## src/hdl/oss_pkg.sv

```systemverilog
// oss_pkg: shared constants and carriers for the output start-up sequencer.
// assumes a 200 MHz clock and a register port driven by a management-bus
// command decoder elsewhere in the device.
package oss_pkg;

  // register command codes
  localparam logic [7:0] OSS_REG_PG_ASSERT    = 8'h5E;
  localparam logic [7:0] OSS_REG_PG_DEASSERT  = 8'h5F;
  localparam logic [7:0] OSS_REG_TURN_ON_WAIT = 8'h60;
  localparam logic [7:0] OSS_REG_RAMP_UP      = 8'h61;
  localparam logic [7:0] OSS_REG_TIMEOUT_LIM  = 8'h62;
  localparam logic [7:0] OSS_REG_TIMEOUT_ACT  = 8'h63;

  // reset values (neutral defaults)
  localparam logic [15:0] OSS_RST_PG_ASSERT   = 16'h0000;
  localparam logic [15:0] OSS_RST_PG_DEASSERT = 16'h0000;
  localparam logic [15:0] OSS_RST_WAIT        = 16'h0000;
  localparam logic [15:0] OSS_RST_RAMP        = 16'h0000;
  localparam logic [15:0] OSS_RST_TIMEOUT     = 16'h0000;
  localparam logic [7:0]  OSS_RST_ACTION      = 8'h00;

  // action byte field positions
  localparam int OSS_RESP_HI  = 7;
  localparam int OSS_RESP_LO  = 6;
  localparam int OSS_RETRY_HI = 5;
  localparam int OSS_RETRY_LO = 3;
  localparam int OSS_DELAY_HI = 2;
  localparam int OSS_DELAY_LO = 0;

  localparam logic [1:0] OSS_RESP_IGNORE   = 2'h0;
  localparam logic [1:0] OSS_RESP_DELAYED  = 2'h1;
  localparam logic [1:0] OSS_RESP_DISABLE  = 2'h2;
  localparam logic [1:0] OSS_RESP_LATCHOFF = 2'h3;

  localparam logic [2:0] OSS_RETRY_NONE    = 3'h0;
  localparam logic [2:0] OSS_RETRY_FOREVER = 3'h7;

  // millisecond time base
  localparam int OSS_CLK_HZ     = 200_000_000;
  localparam int OSS_MS_PER_SEC = 1000;
  localparam int OSS_MS_CYCLES  = OSS_CLK_HZ / OSS_MS_PER_SEC;

  typedef enum logic [5:0] {
    OSS_ST_OFF     = 6'b000001,
    OSS_ST_WAIT    = 6'b000010,
    OSS_ST_RAMP    = 6'b000100,
    OSS_ST_ON      = 6'b001000,
    OSS_ST_HOLDOFF = 6'b010000,
    OSS_ST_LATCHED = 6'b100000
  } oss_state_t;

  typedef struct packed {
    logic [15:0] pg_assert_threshold;
    logic [15:0] pg_deassert_threshold;
    logic [15:0] turn_on_wait;
    logic [15:0] ramp_up_time;
    logic [15:0] startup_timeout_limit;
    logic [7:0]  startup_timeout_action;
  } oss_cfg_t;

  // register write/read port
  typedef struct packed {
    logic        wr;
    logic        rd;
    logic [7:0]  cmd;
    logic [15:0] wdata;
  } oss_reg_req_t;

endpackage

```

## src/hdl/oss_output_startup_sequencer.sv

```systemverilog
// oss_output_startup_sequencer: turn-on sequencing, power-good hysteresis
// and start-up timeout fault handling with retries.
// assumes vout_code, uv_reached and the control/clear inputs come from
// logic on clk; the delay unit (in ms) comes from a register held elsewhere.
// Function
// - assert output_ok_signal when vout reaches the assert threshold
// - deassert output_ok_signal when vout falls to the deassert threshold
// - after enable, wait turn_on_wait milliseconds before raising vout
// - then ramp vout over ramp_up_time milliseconds
// - timeout fault if undervoltage level not reached within limit
// - a zero limit means no timeout at all
// - response 00 ignores the fault and keeps operating
// - response 01 keeps operating for the delay, then applies retry
// - response 10 disables output at once, then applies retry
// - response 11 keeps output off until the fault is cleared
// - retry 000 makes no restart, output stays off until cleared
// - retry 001 gives one restart, then off until cleared
// - retry 010 gives two restarts, then off until cleared
// - restart attempts are spaced by 2 to the power delay code times delay unit
// - delay code decodes to 2 to the power code units
// - retry 011 to 110 give three to six restarts
// - retry 111 retries until commanded off or another fault
module oss_output_startup_sequencer #(
  parameter int MS_CYCLES = oss_pkg::OSS_MS_CYCLES
) (
  input  wire logic                 clk,
  input  wire logic                 rstn,
  input  wire oss_pkg::oss_reg_req_t reg_req,
  output logic [15:0]               reg_rdata,
  output logic                      reg_rvalid,
  input  wire logic                 output_enable_cmd,
  input  wire logic                 clear_faults,
  input  wire logic                 other_fault_shutdown,
  input  wire logic [15:0]          delay_unit_ms,
  input  wire logic [15:0]          vout_code,
  input  wire logic                 uv_reached,
  output logic                      output_ok_signal,
  output logic                      output_on,
  output logic                      ramp_active,
  output logic                      timeout_fault
);

  typedef struct packed {
    oss_pkg::oss_cfg_t   cfg;
    oss_pkg::oss_state_t st;
    logic [31:0]         tick_cnt;
    logic [15:0]         ms_cnt;
    logic [15:0]         to_cnt;
    logic [23:0]         unit_cnt;
    logic [2:0]          retries;
    logic                enable_prev;
    logic                fault;
    logic                pending;
    logic                pg;
    logic                on;
    logic                ramp;
    logic [15:0]         rdata;
    logic                rvalid;
  } oss_regs_t;

  oss_regs_t s_q;
  oss_regs_t s_d;

  logic        ms_tick;
  logic [1:0]  resp;
  logic [2:0]  retry_set;
  logic [2:0]  delay_code;
  logic [23:0] delay_ms;
  logic        en_rise;
  logic        en_fall;
  logic        to_expired;

  assign resp       = s_q.cfg.startup_timeout_action[oss_pkg::OSS_RESP_HI:
                                                     oss_pkg::OSS_RESP_LO];
  assign retry_set  = s_q.cfg.startup_timeout_action[oss_pkg::OSS_RETRY_HI:
                                                     oss_pkg::OSS_RETRY_LO];
  assign delay_code = s_q.cfg.startup_timeout_action[oss_pkg::OSS_DELAY_HI:
                                                     oss_pkg::OSS_DELAY_LO];
  assign delay_ms   = 24'(delay_unit_ms) << delay_code;
  assign ms_tick    = (s_q.tick_cnt == 32'(MS_CYCLES - 1));
  assign en_rise    = output_enable_cmd & ~s_q.enable_prev;
  assign en_fall    = ~output_enable_cmd & s_q.enable_prev;
  assign to_expired = (s_q.cfg.startup_timeout_limit != 16'h0000) &&
                      (s_q.to_cnt >= s_q.cfg.startup_timeout_limit);

  always_comb begin
    s_d = s_q;
    s_d.enable_prev = output_enable_cmd;
    s_d.rvalid = 1'b0;
    s_d.tick_cnt = ms_tick ? 32'h0 : s_q.tick_cnt + 32'h1;

    // register port: writes steer sequencing, reads return stored words
    if (reg_req.wr) begin
      unique case (reg_req.cmd)
        oss_pkg::OSS_REG_PG_ASSERT:
          s_d.cfg.pg_assert_threshold = reg_req.wdata;
        oss_pkg::OSS_REG_PG_DEASSERT:
          s_d.cfg.pg_deassert_threshold = reg_req.wdata;
        oss_pkg::OSS_REG_TURN_ON_WAIT:
          s_d.cfg.turn_on_wait = reg_req.wdata;
        oss_pkg::OSS_REG_RAMP_UP:
          s_d.cfg.ramp_up_time = reg_req.wdata;
        oss_pkg::OSS_REG_TIMEOUT_LIM:
          s_d.cfg.startup_timeout_limit = reg_req.wdata;
        oss_pkg::OSS_REG_TIMEOUT_ACT:
          s_d.cfg.startup_timeout_action = reg_req.wdata[7:0];
        default: ;
      endcase
    end
    if (reg_req.rd) begin
      s_d.rvalid = 1'b1;
      unique case (reg_req.cmd)
        oss_pkg::OSS_REG_PG_ASSERT:    s_d.rdata = s_q.cfg.pg_assert_threshold;
        oss_pkg::OSS_REG_PG_DEASSERT:
          s_d.rdata = s_q.cfg.pg_deassert_threshold;
        oss_pkg::OSS_REG_TURN_ON_WAIT: s_d.rdata = s_q.cfg.turn_on_wait;
        oss_pkg::OSS_REG_RAMP_UP:      s_d.rdata = s_q.cfg.ramp_up_time;
        oss_pkg::OSS_REG_TIMEOUT_LIM:
          s_d.rdata = s_q.cfg.startup_timeout_limit;
        oss_pkg::OSS_REG_TIMEOUT_ACT:
          s_d.rdata = {8'h00, s_q.cfg.startup_timeout_action};
        default:                       s_d.rdata = 16'h0000;
      endcase
    end

    if (!s_q.on) begin
      s_d.pg = 1'b0;
    end else if (!s_q.pg && vout_code >= s_q.cfg.pg_assert_threshold) begin
      s_d.pg = 1'b1;
    end else if (s_q.pg && vout_code <= s_q.cfg.pg_deassert_threshold) begin
      s_d.pg = 1'b0;
    end

    if (ms_tick) begin
      s_d.ms_cnt = s_q.ms_cnt + 16'h1;
      s_d.unit_cnt = s_q.unit_cnt + 24'h1;
    end

    unique case (s_q.st)
      oss_pkg::OSS_ST_OFF: begin
        s_d.on = 1'b0;
        s_d.ramp = 1'b0;
        if (output_enable_cmd) begin
          s_d.st = oss_pkg::OSS_ST_WAIT;
          s_d.ms_cnt = 16'h0;
          s_d.retries = 3'h0;
          s_d.pending = 1'b0;
        end
      end
      oss_pkg::OSS_ST_WAIT: begin
        if (s_q.ms_cnt >= s_q.cfg.turn_on_wait) begin
          s_d.st = oss_pkg::OSS_ST_RAMP;
          s_d.ms_cnt = 16'h0;
          s_d.to_cnt = 16'h0;
          s_d.on = 1'b1;
          s_d.ramp = 1'b1;
        end
      end
      oss_pkg::OSS_ST_RAMP, oss_pkg::OSS_ST_ON: begin
        if (s_q.st == oss_pkg::OSS_ST_RAMP &&
            s_q.ms_cnt >= s_q.cfg.ramp_up_time) begin
          s_d.ramp = 1'b0;
          s_d.st = oss_pkg::OSS_ST_ON;
        end
        // timer until uv level
        // stops at a nonzero limit; entering ramp clears it so a retried start is timed afresh
        if (!uv_reached && ms_tick && !to_expired)
          s_d.to_cnt = s_q.to_cnt + 16'h1;
        if (uv_reached) begin
          s_d.pending = 1'b0;
        end else if (to_expired && !s_q.pending) begin
          s_d.fault = 1'b1;
          unique case (resp)
            oss_pkg::OSS_RESP_IGNORE: ;
            oss_pkg::OSS_RESP_DELAYED: begin
              s_d.pending = 1'b1;
              s_d.unit_cnt = 24'h0;
            end
            oss_pkg::OSS_RESP_DISABLE: begin
              s_d.st = oss_pkg::OSS_ST_HOLDOFF;
              s_d.unit_cnt = 24'h0;
              s_d.on = 1'b0;
              s_d.ramp = 1'b0;
            end
            default: begin
              s_d.st = oss_pkg::OSS_ST_LATCHED;
              s_d.on = 1'b0;
              s_d.ramp = 1'b0;
            end
          endcase
        end else if (s_q.pending && s_q.unit_cnt >= delay_ms) begin
          // fault persists: go to retry handling
          s_d.pending = 1'b0;
          s_d.st = oss_pkg::OSS_ST_HOLDOFF;
          s_d.unit_cnt = 24'h0;
        end
      end
      oss_pkg::OSS_ST_HOLDOFF: begin
        s_d.on = 1'b0;
        s_d.ramp = 1'b0;
        if (retry_set == oss_pkg::OSS_RETRY_NONE ||
            (retry_set != oss_pkg::OSS_RETRY_FOREVER &&
             s_q.retries >= retry_set)) begin
          s_d.st = oss_pkg::OSS_ST_LATCHED;
        end else if (s_q.unit_cnt >= delay_ms) begin
          if (retry_set != oss_pkg::OSS_RETRY_FOREVER)
            s_d.retries = s_q.retries + 3'h1;
          s_d.st = oss_pkg::OSS_ST_WAIT;
          s_d.ms_cnt = 16'h0;
        end
      end
      oss_pkg::OSS_ST_LATCHED: begin
        s_d.on = 1'b0;
        s_d.ramp = 1'b0;
        // clear by command or off-on cycle
        if (clear_faults || en_rise) begin
          s_d.fault = 1'b0;
          s_d.st = oss_pkg::OSS_ST_OFF;
        end
      end
      default: s_d.st = oss_pkg::OSS_ST_OFF;
    endcase

    // commanded off or other fault ends the start-up; the fault flag stays set, and a latch-off holds unless enable falls or clear
    if (!output_enable_cmd || other_fault_shutdown) begin
      s_d.st = (s_q.st == oss_pkg::OSS_ST_LATCHED && !en_fall && !clear_faults)
               ? oss_pkg::OSS_ST_LATCHED : oss_pkg::OSS_ST_OFF;
      s_d.on = 1'b0;
      s_d.ramp = 1'b0;
      s_d.pending = 1'b0;
      s_d.pg = 1'b0;
    end
    // clear-faults drops flag; a set that raises it on the same cycle wins
    if (clear_faults && s_d.fault == s_q.fault)
      s_d.fault = 1'b0;
  end

  always_ff @(posedge clk) begin
    if (!rstn) begin
      s_q <= '0;
      s_q.cfg <= '{oss_pkg::OSS_RST_PG_ASSERT, oss_pkg::OSS_RST_PG_DEASSERT,
                   oss_pkg::OSS_RST_WAIT, oss_pkg::OSS_RST_RAMP,
                   oss_pkg::OSS_RST_TIMEOUT, oss_pkg::OSS_RST_ACTION};
      s_q.st <= oss_pkg::OSS_ST_OFF;
    end else begin
      s_q <= s_d;
    end
  end

  assign output_ok_signal = s_q.pg;
  assign output_on        = s_q.on;
  assign ramp_active      = s_q.ramp;
  assign timeout_fault    = s_q.fault;
  assign reg_rdata        = s_q.rdata;
  assign reg_rvalid       = s_q.rvalid;

endmodule

```

## config.mk

```make
export PLATFORM = sky130hd
export DESIGN_NAME = oss_output_startup_sequencer
export DESIGN_NICKNAME = d
export VERILOG_FILES = /design/src/hdl/oss_pkg.sv /design/src/hdl/oss_output_startup_sequencer.sv
export SDC_FILE = /design/constraint.sdc
export NUM_CORES = 1
export LEC_CHECK = 0
export ABC_AREA = 1
export ABC_CLOCK_PERIOD_IN_PS = 7800
export BUFFER_PORTS_ARGS = -buffer_cell sky130_fd_sc_hd__buf_2
export CAP_MARGIN = 20
export CORE_MARGIN = 2
export CORE_UTILIZATION = 50
export CTS_BUF_LIST = sky130_fd_sc_hd__clkbuf_8
export DETAILED_ROUTE_END_ITERATION = 12
export PLACE_DENSITY_LB_ADDON = 0.05
export SYNTH_ARGS = -nofsm -noshare
export SYNTH_HDL_FRONTEND = slang
export SYNTH_SLANG_ARGS = --single-unit
```

## constraint.sdc

```tcl
create_clock -name clk -period 7.8 [get_ports clk]
set_clock_uncertainty 0.1 [all_clocks]
set_input_delay 1.17 -clock clk [delete_from_list [all_inputs] [get_ports clk]]
set_output_delay 1.17 -clock clk [all_outputs]
set_load 0.05 [all_outputs]
```

Word level (Yosys, flattened, before mapping)
Index checks and enable logic that the tools add are counted.
- register bits after elaboration: 208
- input port bits: 64
- output and inout port bits: 21
- reduce and logical (&&, ||, !) cells: 50
- equality and inequality tests: 32
- bitwise gates (word level): 6
- muxes and demuxes: 52
- magnitude comparators: 7
- add/subtract/negate cells: 5
- shifts and indexed selects: 1
- operators with widths (kind ; number):
    two-way mux 24 bit ; 6
    one-hot mux 16 bit (6 select lines) ; 1
    two-way mux 16 bit ; 5
    two-way mux 6 bit ; 11
    greater-or-equal comparator 16 bit ; 4
    equality test 8 x 7 -> 1 bit (second input constant) ; 6
    one-hot mux 16 bit (3 select lines) ; 1
    adder 16 x 1 -> 16 bit (second input constant) ; 2
    adder 32 x 1 -> 32 bit (second input constant) ; 1
    equality test 32 x 18 -> 1 bit (second input constant) ; 1
    two-way mux 32 bit ; 1
    one-hot mux 16 bit (2 select lines) ; 1
    one-hot mux 6 bit (5 select lines) ; 1
    adder 24 x 1 -> 24 bit (second input constant) ; 1
    greater-or-equal comparator 24 bit ; 1
    << shifter 16 x 3 -> 24 bit ; 1
    inequality test 2 bit (second input constant) ; 9
    <= comparator 16 bit ; 1
    nonzero test 16 bit ; 1
    AND reduction 2 bit ; 7
    logical AND 1 bit ; 12
    two-way mux 1 bit ; 12
    two-way mux 3 bit ; 4
    inequality test 3 bit (second input constant) ; 4
    other kinds (31) ; 59

Logic depth before layout (Yosys ltp)
Gate-level depths: netlist (run 1).
- word-level depth: 9
- mapped depth: 22
- mapped depth without buffers: 20

Least setup slack after synthesis (run 1)
No wires, ideal clock.
- kind: in2reg
- start: input delay_unit_ms[0]
- end: register s_q[75] (netlist bit)
- stages: 16
- setup slack: 4410 ps
- data required time: 7644 ps
- arrival time: 3233 ps
- path buffers: 0
- cell sequence: nand2_1 > nand3_1 > o21ai_0 > or2_2 > ha_1 > a21oi_1 > o21ai_0 > nand2_1 > nand2_1 > nand2_1 > nand4_1 > or2_2 > nand3_2 > nand2_1 > or2_2 > inv_1
- longest elaborated chain between the ends: 5
- ends and longest elaborated chain (what ; line ; source):
    start: declaration ; oss_output_startup_sequencer.sv:34 ; input wire logic [15:0] delay_unit_ms,
    << shifter 16 x 3 -> 24 bit ; oss_output_startup_sequencer.sv:79 ; assign delay_ms = 24'(delay_unit_ms) << delay_code;
    greater-or-equal comparator 24 bit ; oss_output_startup_sequencer.sv:205 ; end else if (s_q.unit_cnt >= delay_ms) begin
    two-way mux 16 bit ; oss_output_startup_sequencer.sv:205 ;
    two-way mux 16 bit ; oss_output_startup_sequencer.sv:201 ; if (retry_set == oss_pkg::OSS_RETRY_NONE ||
    one-hot mux 16 bit (3 select lines) ; oss_output_startup_sequencer.sv:139 ; unique case (s_q.st)
    end: declaration ; oss_output_startup_sequencer.sv:61 ; oss_regs_t s_q;
Every way passes these cells.
A chain may end at the register's enable or synchronous reset.

Worst setup path after layout (run 1)
- start: register s_q, in the netlist delay_code[0]
- end: register s_q[32] (netlist bit)
- longest elaborated chain between the ends: 7
- ends and longest elaborated chain (what ; line ; source):
    << shifter 16 x 3 -> 24 bit ; oss_output_startup_sequencer.sv:79 ;
    greater-or-equal comparator 24 bit ; oss_output_startup_sequencer.sv:191 ; end else if (s_q.pending && s_q.unit_cnt >= delay_ms) begin
    logical AND 1 bit ; oss_output_startup_sequencer.sv:191 ;
    two-way mux 24 bit ; oss_output_startup_sequencer.sv:191 ;
    two-way mux 24 bit ; oss_output_startup_sequencer.sv:171 ; end else if (to_expired && !s_q.pending) begin
    two-way mux 24 bit ; oss_output_startup_sequencer.sv:169 ; if (uv_reached) begin
    two-way mux 24 bit ; oss_output_startup_sequencer.sv:139 ;
Every way passes these cells.

==> flow_summary_export.csv, run 1 <==
group,metric,value,unit
power,p_int,1.75,mW
placement,gp_congestion,0.901,
timing,setup_slack,3.53,ns
timing,max_slew.worst_pin.slew,1.06,ns
power,seqPwrFrac,45.8,%
min_path,whs_path_depth,1,
logic_synthesis,synth_edf_count,0,
grt,grt_pass1_vias,11300,
logic_synthesis,synth_seq_area_share,32.1,%
logic_synthesis,synth.distinct_cells,54,
cts,cts.clk_slew.worst_paths,0.06,ns
grt,grt_usage,26.7,%
timing,fin_crit_sh,54.7,%
final_layout,final_cell_mix,"nand2_1 (351), inv_1 (272), dfxtp_1 (208)",
route,wl_per_cell,15.8,um
final_layout,drive_above_1_share,10.5,%
logic_synthesis,postSynthAreaPerCell,6.97,um2
power,switchingPower,0.588,mW
cts,cts_hold_buf,0,
logic_synthesis,syn_nets,2037,
final_layout,fillers,2506,
worst_setup_path,critPathKind,"reg2reg",
floorplanning,start_util,51.1,%
floorplanning,dieArea,27200,um2
min_path,min-delay-start,"s_q[82]$_SDFF_PP0_",
floorplanning,rows,58,
power,cellLeakagePower,6.23,nW
timing,finalSetupViolations,0,
floorplanning,fp.dieW,165,um
grt,grt_overflow_total,0,
worst_setup_path,crit_fanout,19,
floorplanning,io_pins,85,
timing,rsz0062_at_grt,"no",
floorplanning,die_h,165,um
floorplanning,floorplan.core_area,25300,um2
logic_synthesis,yosys_warnings,0,
route,routed_wl,35900,um
timing,period_needed,4.27,ns
route,vias,12300,
worst_setup_path,reg2reg_to,"s_q[32]$_SDFF_PN0_",
power,comb_power_share,5.9,%
timing,tns,0,ns
cts,post-cts-setup-buffer-count,0,
worst_setup_path,reg2reg_from,"delay_code[0]$_SDFFE_PN0P_",
placement,dpl.hpwl,26800,um
worst_setup_path,critPathLaunchType,"register",
min_path,hold_class,"reg2reg",
worst_setup_path,crit_path_end_kind,"register",
grt,grt_pass1_wl,58000,um
final_layout,register_area,4160,um2
final_layout,area_growth,10.6,%
worst_setup_path,critPathRequiredTime,8.18,ns
cts,root_buffer,"clkbuf_8",
worst_setup_path,cp_data_arrival_time,4.65,ns
final_layout,multi_input_area,7400,um2
power,pwr-share-clk,48.3,%
flow_run,cap_viol_max_count,0,
logic_synthesis,ys.flop_type,"dfxtp_1",
timing,slew_headroom,29.4,%
run_status,outcome,"finished, final reports clean",
grt,grt_max_degree,87,
grt,antenna_found_initial,0,
logic_synthesis,synth.cell_area,13000,um2
power,p_sw_share,25.2,%
final_layout,antenna_cells,0,
cts,cts_tree,"built",
cts,cts.sinks,208,
placement,dp_slack,3.53,ns
cts,cts_buffers,40,
route,vias_per_cell,5.41,
worst_setup_path,regToRegSetupSlack,3.53,ns
final_layout,final_common_cell,"nand2_1",
worst_setup_path,r2r_cells,19,
logic_synthesis,ys_seq_elements,208,
cts,worstSkewPairLatency,0.58,ns
timing,fmax,0.234,GHz
route,ant_nets,0,
cts,htreeDepth,2,
logic_synthesis,syn_inst,1859,
cts,clk_path_buf_depth,3,
power,cellPowerDensity,163,nW/um2
logic_synthesis,synthArstFlopShare,0,%
timing,hold_viol,0,
route,drt_iter0_markers,924,
power,ir_worst_vdd,0.000131,V
min_path,holdPathEnd,"s_q[82]$_SDFF_PP0_",
route,drc_errors,0,
cts,post_cts_resized,0,
placement,io_buffers,84,
timing,report.final.slew_viol_count,0,
final_layout,fin_nets,2094,
route,dr.pass1.iters,8,
stage by stage:
step | total power, mW | utilization, % | instances | area (um2) | hold slack, ns
finish | 2.34 | 56.6 | 2270 | 14300 | 0.341
global route | 2.42 | 56.6 | 2270 | 14300 | 0.367
CTS | 2.35 | 56.4 | 2268 | 14300 | 0.350
detailed placement | 1.23 | 53.2 | 2202 | 13500 | 0.338
global placement | 1.22 | 53.1 | 2201 | 13400 | 0.329
floorplan | 1.17 | - | 1859 | 13000 | 0.318
kinds of logic (layout without fill, tap and decap cells):
group	Yosys count	in the layout	share of synthesized area, %
and+or+nand+nor	728	728	25.8
AOI/OAI and AO/OA	434	434	18.5
buffers and inverters	348	429	10.7
DFF	208	208	32.1
muxes	3	3	0.232
xor gates and xnor gates	24	24	1.62
adders and majority gates	114	114	11.0
power groups by stage:
stage / sequential, mW / clock, mW / combinational [mW]
final: 1.07 / 1.13 / 0.137
after global routing: 1.07 / 1.20 / 0.154
after CTS: 1.07 / 1.15 / 0.135
after detailed placement: 1.09 / 0 / 0.134
after global placement: 1.09 / 0 / 0.131
after floorplan: 1.09 / 0 / 0.0772
worst max path at each step:
stage,start,end
final,delay_code[0]$_SDFFE_PN0P_,s_q[32]$_SDFF_PN0_
after global routing,delay_code[0]$_SDFFE_PN0P_,s_q[36]$_SDFF_PN0_
after CTS,delay_code[0]$_SDFFE_PN0P_,s_q[31]$_SDFF_PN0_
after detailed placement,delay_code[0]$_SDFFE_PN0P_,s_q[32]$_SDFF_PN0_
after global placement,delay_code[0]$_SDFFE_PN0P_,s_q[31]$_SDFF_PN0_
after floorplan,delay_unit_ms[0],s_q[75]$_SDFF_PN0_
Yosys cell counts, types with 3 or more instances:
| cell type | n | share of area (%) |
|---|---|---|
| nor3b_1 | 11 | 0.64 |
| o2111ai_1 | 6 | 0.41 |
| o31ai_1 | 8 | 0.46 |
| dfxtp_1 | 208 | 32 |
| a211oi_1 | 20 | 1.2 |
| nor2_1 | 134 | 3.9 |
| nor3_4 | 3 | 0.38 |
| o22ai_1 | 27 | 1.3 |
| clkbuf_1 | 50 | 1.4 |
| inv_1 | 264 | 7.7 |
| nand4_1 | 30 | 1.4 |
| nand2_2 | 5 | 0.24 |
| buf_2 | 5 | 0.19 |
| or2_2 | 15 | 0.72 |
| a21o_1 | 4 | 0.23 |
| o21ai_0 | 148 | 5.7 |
| nor2_2 | 6 | 0.29 |
| xor2_1 | 19 | 1.3 |
| nor2_4 | 7 | 0.61 |
| buf_4 | 17 | 0.99 |
| inv_2 | 8 | 0.23 |
| xnor2_1 | 5 | 0.34 |
| a21oi_1 | 188 | 7.3 |
| nand3b_1 | 3 | 0.17 |
| o21a_1 | 5 | 0.29 |
| nor4_1 | 15 | 0.72 |
| nor3_1 | 46 | 1.8 |
| ha_1 | 114 | 11 |
| nand2_1 | 351 | 10 |
| o21bai_1 | 3 | 0.17 |
| o221ai_1 | 10 | 0.68 |
| o211ai_1 | 9 | 0.52 |
| mux2i_1 | 3 | 0.23 |
| nand3_1 | 86 | 3.3 |
layout make-up:
type / count / share of cell area, %
Clock buffer: 46 / 4.42
Clock inverter: 20 / 1.27
Inverter: 274 / 7.18
Multi-Input combinational cell: 1303 / 51.7
Sequential cell: 208 / 29.1
Tap cell: 330 / 2.88
Timing Repair Buffer: 89 / 3.50
worst max-delay path: stages, from the launching register on:
cell      delay, ns
dfxtp_1        0.82
inv_1          0.43
nand2_1        0.14
nand2_1        0.09
o21ai_0        0.17
inv_1          0.08
o21ai_0        0.25
ha_1           0.30
a21oi_1        0.14
o21ai_0        0.08
nand2_1        0.06
nand2_1        0.05
nand2_1        0.05
nand4_1        0.15
nand2_1        0.12
nand2_1        0.07
o211ai_1       0.46
nand2_1        0.26
or2_2          0.35
inv_1          0.05
state kept, by name, summed over array words and instances, names as in the netlist:
register,flops
reg_rdata,16
delay_code,3
s_q,179
ramp_active,1
retry_set,3
timeout_fault,1
resp,2
reg_rvalid,1
output_ok_signal,1
output_on,1
layer usage:
metal,wire length [um],vias up,track usage (%)
li1,-,6338,-
met1,17400,5565,37.9
met2,15400,323,41.4
met3,2370,57,5.20
met4,753,0,7.15
met5,0,-,0
Note: power is estimated with default switching activity, not from simulation.
==> inputs of run 2 (changes only) <==
--- a/config.mk
+++ b/config.mk
@@ -5,8 +5,8 @@
 export SDC_FILE = /design/constraint.sdc
 export NUM_CORES = 1
 export LEC_CHECK = 0
-export ABC_AREA = 1
-export ABC_CLOCK_PERIOD_IN_PS = 7800
+export ABC_AREA = 0
+export ABC_CLOCK_PERIOD_IN_PS = 3500
 export BUFFER_PORTS_ARGS = -buffer_cell sky130_fd_sc_hd__buf_2
 export CAP_MARGIN = 20
 export CORE_MARGIN = 2
==> constraint.sdc (replaced) <==
create_clock -name clk -period 3.5 [get_ports clk]
set_clock_uncertainty 0.1 [all_clocks]
set_input_delay 0.525 -clock clk [delete_from_list [all_inputs] [get_ports clk]]
set_output_delay 0.525 -clock clk [all_outputs]
set_load 0.05 [all_outputs]
==> run 2 against run 1 <==
Against the previous run:
- non-clock buffer count is 19 higher
- fmax is 34% higher
- cell count is 12% lower
- critical path depth is 7 lower
- critical endpoint is now s_q[117]$_SDFFE_PN0P_
==> flow_summary_export.csv, run 2 <==
group,metric,value,unit
logic_synthesis,yosys_warnings,0,
placement,dp_slack,0.164,ns
final_layout,drive_above_1_share,10.4,%
cts,cts.clk_slew.worst_paths,0.06,ns
logic_synthesis,synth.distinct_cells,68,
logic_synthesis,synth.most_common_cell,"nand2_1",
grt,grt_max_degree,111,
logic_synthesis,ys_seq_elements,208,
logic_synthesis,synth_edf_count,0,
timing,tns,0,ns
route,wl_per_cell,16.9,um
floorplanning,rows,58,
worst_setup_path,worstSetupStartpoint,"delay_code[1]$_SDFFE_PN0P_",
route,dr.pass1.iters,5,
worst_setup_path,r2r_cells,12,
cts,clk_path_buf_depth,3,
timing,period_needed,3.20,ns
timing,setup_slack,0.304,ns
timing,hold_viol,0,
cts,htreeDepth,2,
floorplanning,start_util,50.8,%
route,drt_iter0_markers,684,
logic_synthesis,postSynthAreaPerCell,8.03,um2
route,ant_nets,0,
logic_synthesis,ys.flop_type,"dfxtp_1",
floorplanning,fp.dieW,164,um
grt,use_met1,32.3,%
cts,worstSkewPairLatency,0.54,ns
power,ir_worst_vdd,0.000292,V
final_layout,fin_area,14100,um2
worst_setup_path,regToRegSetupSlack,0.30,ns
final_layout,largest_reg_flops,179,
logic_synthesis,syn_inst,1588,
grt,grt_pass1_wl,54300,um
worst_setup_path,reg2reg_from,"delay_code[1]$_SDFFE_PN0P_",
logic_synthesis,synth_area_leaders,"dfxtp_1 (33%), ha_1 (11%), nand2_1 (7.2%)",
cts,root_buffer,"clkbuf_8",
grt,use_met2,43.6,%
timing,report.final.slew_viol_count,0,
logic_synthesis,synth_largest_area_cell,"dfxtp_1",
timing,max_slew.worst_pin.slew,0.808,ns
grt,grt_pass1_vias,10600,
route,vias_per_cell,5.52,
floorplanning,floorplan.core_area,25100,um2
floorplanning,dieArea,26800,um2
worst_setup_path,critPathRequiredTime,3.82,ns
timing,rsz0062_at_grt,"no",
worst_setup_path,reg2reg_to,"s_q[117]$_SDFFE_PN0P_",
grt,grt_usage,25.3,%
placement,place_area,13400,um2
worst_setup_path,crit_path_end,"s_q[117]$_SDFFE_PN0P_",
timing,fmax,0.313,GHz
route,vias,11100,
route,routed_wl,33900,um
logic_synthesis,yosysTopAreaCellShare,32.7,%
flow_run,cap_viol_max_count,0,
grt,grt.busiest_layer,"met2",
logic_synthesis,synth_seq_area_share,32.7,%
final_layout,largest-register,"s_q",
final_layout,final_common_cell,"nand2_1",
worst_setup_path,critPathKind,"reg2reg",
final_layout,fin_nets,1828,
final_layout,area_growth,10.6,%
final_layout,fillers,2429,
worst_setup_path,crit_path_end_kind,"register",
min_path,hold_class,"in2reg",
logic_synthesis,syn_nets,1766,
logic_synthesis,synth_common_cells,"nand2_1 (245), dfxtp_1 (208), nor2_1 (130)",
cts,cts_tree,"built",
placement,dpl.hpwl,25400,um
placement,gp_congestion,0.867,
grt,antenna_found_initial,0,
grt,grt.met3_usage,3.99,%
grt,grt_overflow_total,0,
final_layout,final_cell_mix,"nand2_1 (245), dfxtp_1 (207), nor2_1 (130)",
floorplanning,die_h,164,um
worst_setup_path,cp_data_arrival_time,3.52,ns
power,finalPower,4.80,mW
route,drc_errors,0,
floorplanning,io_pins,85,
timing,finalSetupViolations,0,
worst_setup_path,crit_fanout,8,
logic_synthesis,synthArstFlopShare,0,%
power,cellPowerDensity,341,nW/um2
timing,slew_headroom,46.0,%
final_layout,antenna_cells,0,
logic_synthesis,synth.cell_area,12700,um2
worst_setup_path,critPathLaunchType,"register",
cts,cts_buffers,37,
timing,fin_crit_sh,91.3,%
placement,io_buffers,84,
cts,cts.sinks,208,
final_layout,utilization,56.2,%
run_status,outcome,"finished, final reports clean",
power,cellLeakagePower,5.33,nW
-- run 2: metrics by stage --
stage	hold slack (ns)	std cells
6_report	0.189	2005
5_1_grt	0.184	2005
4_1_cts	0.154	2005
3_5_place_dp	0.332	1941
3_3_place_gp	0.324	1941
2_1_floorplan	0.313	1588
-- run 2: repair_timing --
item                       CTS  global route
buffers inserted             0             0
hold buffers                 0             0
resized for setup            0             2
setup endpoints to repair    0            43
hold endpoints to repair     0             0
-- run 2: cell type report --
class,count,area [um2],area share [%]
flip-flops and latches,208,4170,29.5
multi-input cells,1194,7830,55.5
clock inverters,21,96.3,0.683
repair buffers,108,626,4.44
clock buffers,43,592,4.20
well taps,330,413,2.93
inverters,101,379,2.69
-- run 2: worst min-delay path by stage --
stage | cells past startpoint | to | start | slack [ns]
detailed placement | 1 | s_q[82]$_SDFF_PP0_ | s_q[82]$_SDFF_PP0_ | 0.33
finish | 3 | s_q[188]$_SDFFE_PN0P_ | reg_req[12] | 0.19
floorplan | 1 | s_q[82]$_SDFF_PP0_ | s_q[82]$_SDFF_PP0_ | 0.31
CTS | 3 | s_q[188]$_SDFFE_PN0P_ | reg_req[12] | 0.15
global route | 3 | s_q[158]$_SDFFE_PN0P_ | reg_req[14] | 0.18
global placement | 1 | s_q[82]$_SDFF_PP0_ | s_q[82]$_SDFF_PP0_ | 0.32
-- run 2: report_power, final --
part	internal [mW]	switching, mW
registers	2.38	0.00641
logic	0.113	0.178
clock network	1.12	1.01
total	3.61	1.20
-- run 2: routing by layer --
layer,part of all wire [%],routed length [um],up-vias
li1,-,-,5669
met1,46,15500,5099
met2,47,16100,250
met3,4.3,1470,50
met4,2.6,879,0
met5,0,0,-
-- run 2: cell families (layout without fill, tap and decap cells) --
group	count (synthesis)	count (layout)	synth area share, %
adder cells (fa/ha/maj)	114	114	11.2
AO/OA/AOI/OAI	323	323	17.1
buffers and inverters	186	273	6.05
AND/OR/NAND/NOR	634	634	23.9
flip-flops	208	208	32.7
multiplexers	58	58	4.60
XOR/XNOR	65	65	4.47
-- run 2: critical path: stages (launching register included) --
cell,delay (ns)
dfxtp_2,0.40
buf_4,0.14
mux2i_1,0.22
mux2i_1,0.14
a22oi_1,0.23
ha_1,0.28
a21oi_1,0.15
o21ai_0,0.11
a2111o_1,0.47
nor2_1,0.24
buf_4,0.20
o311ai_0,0.11
a221oi_1,0.31
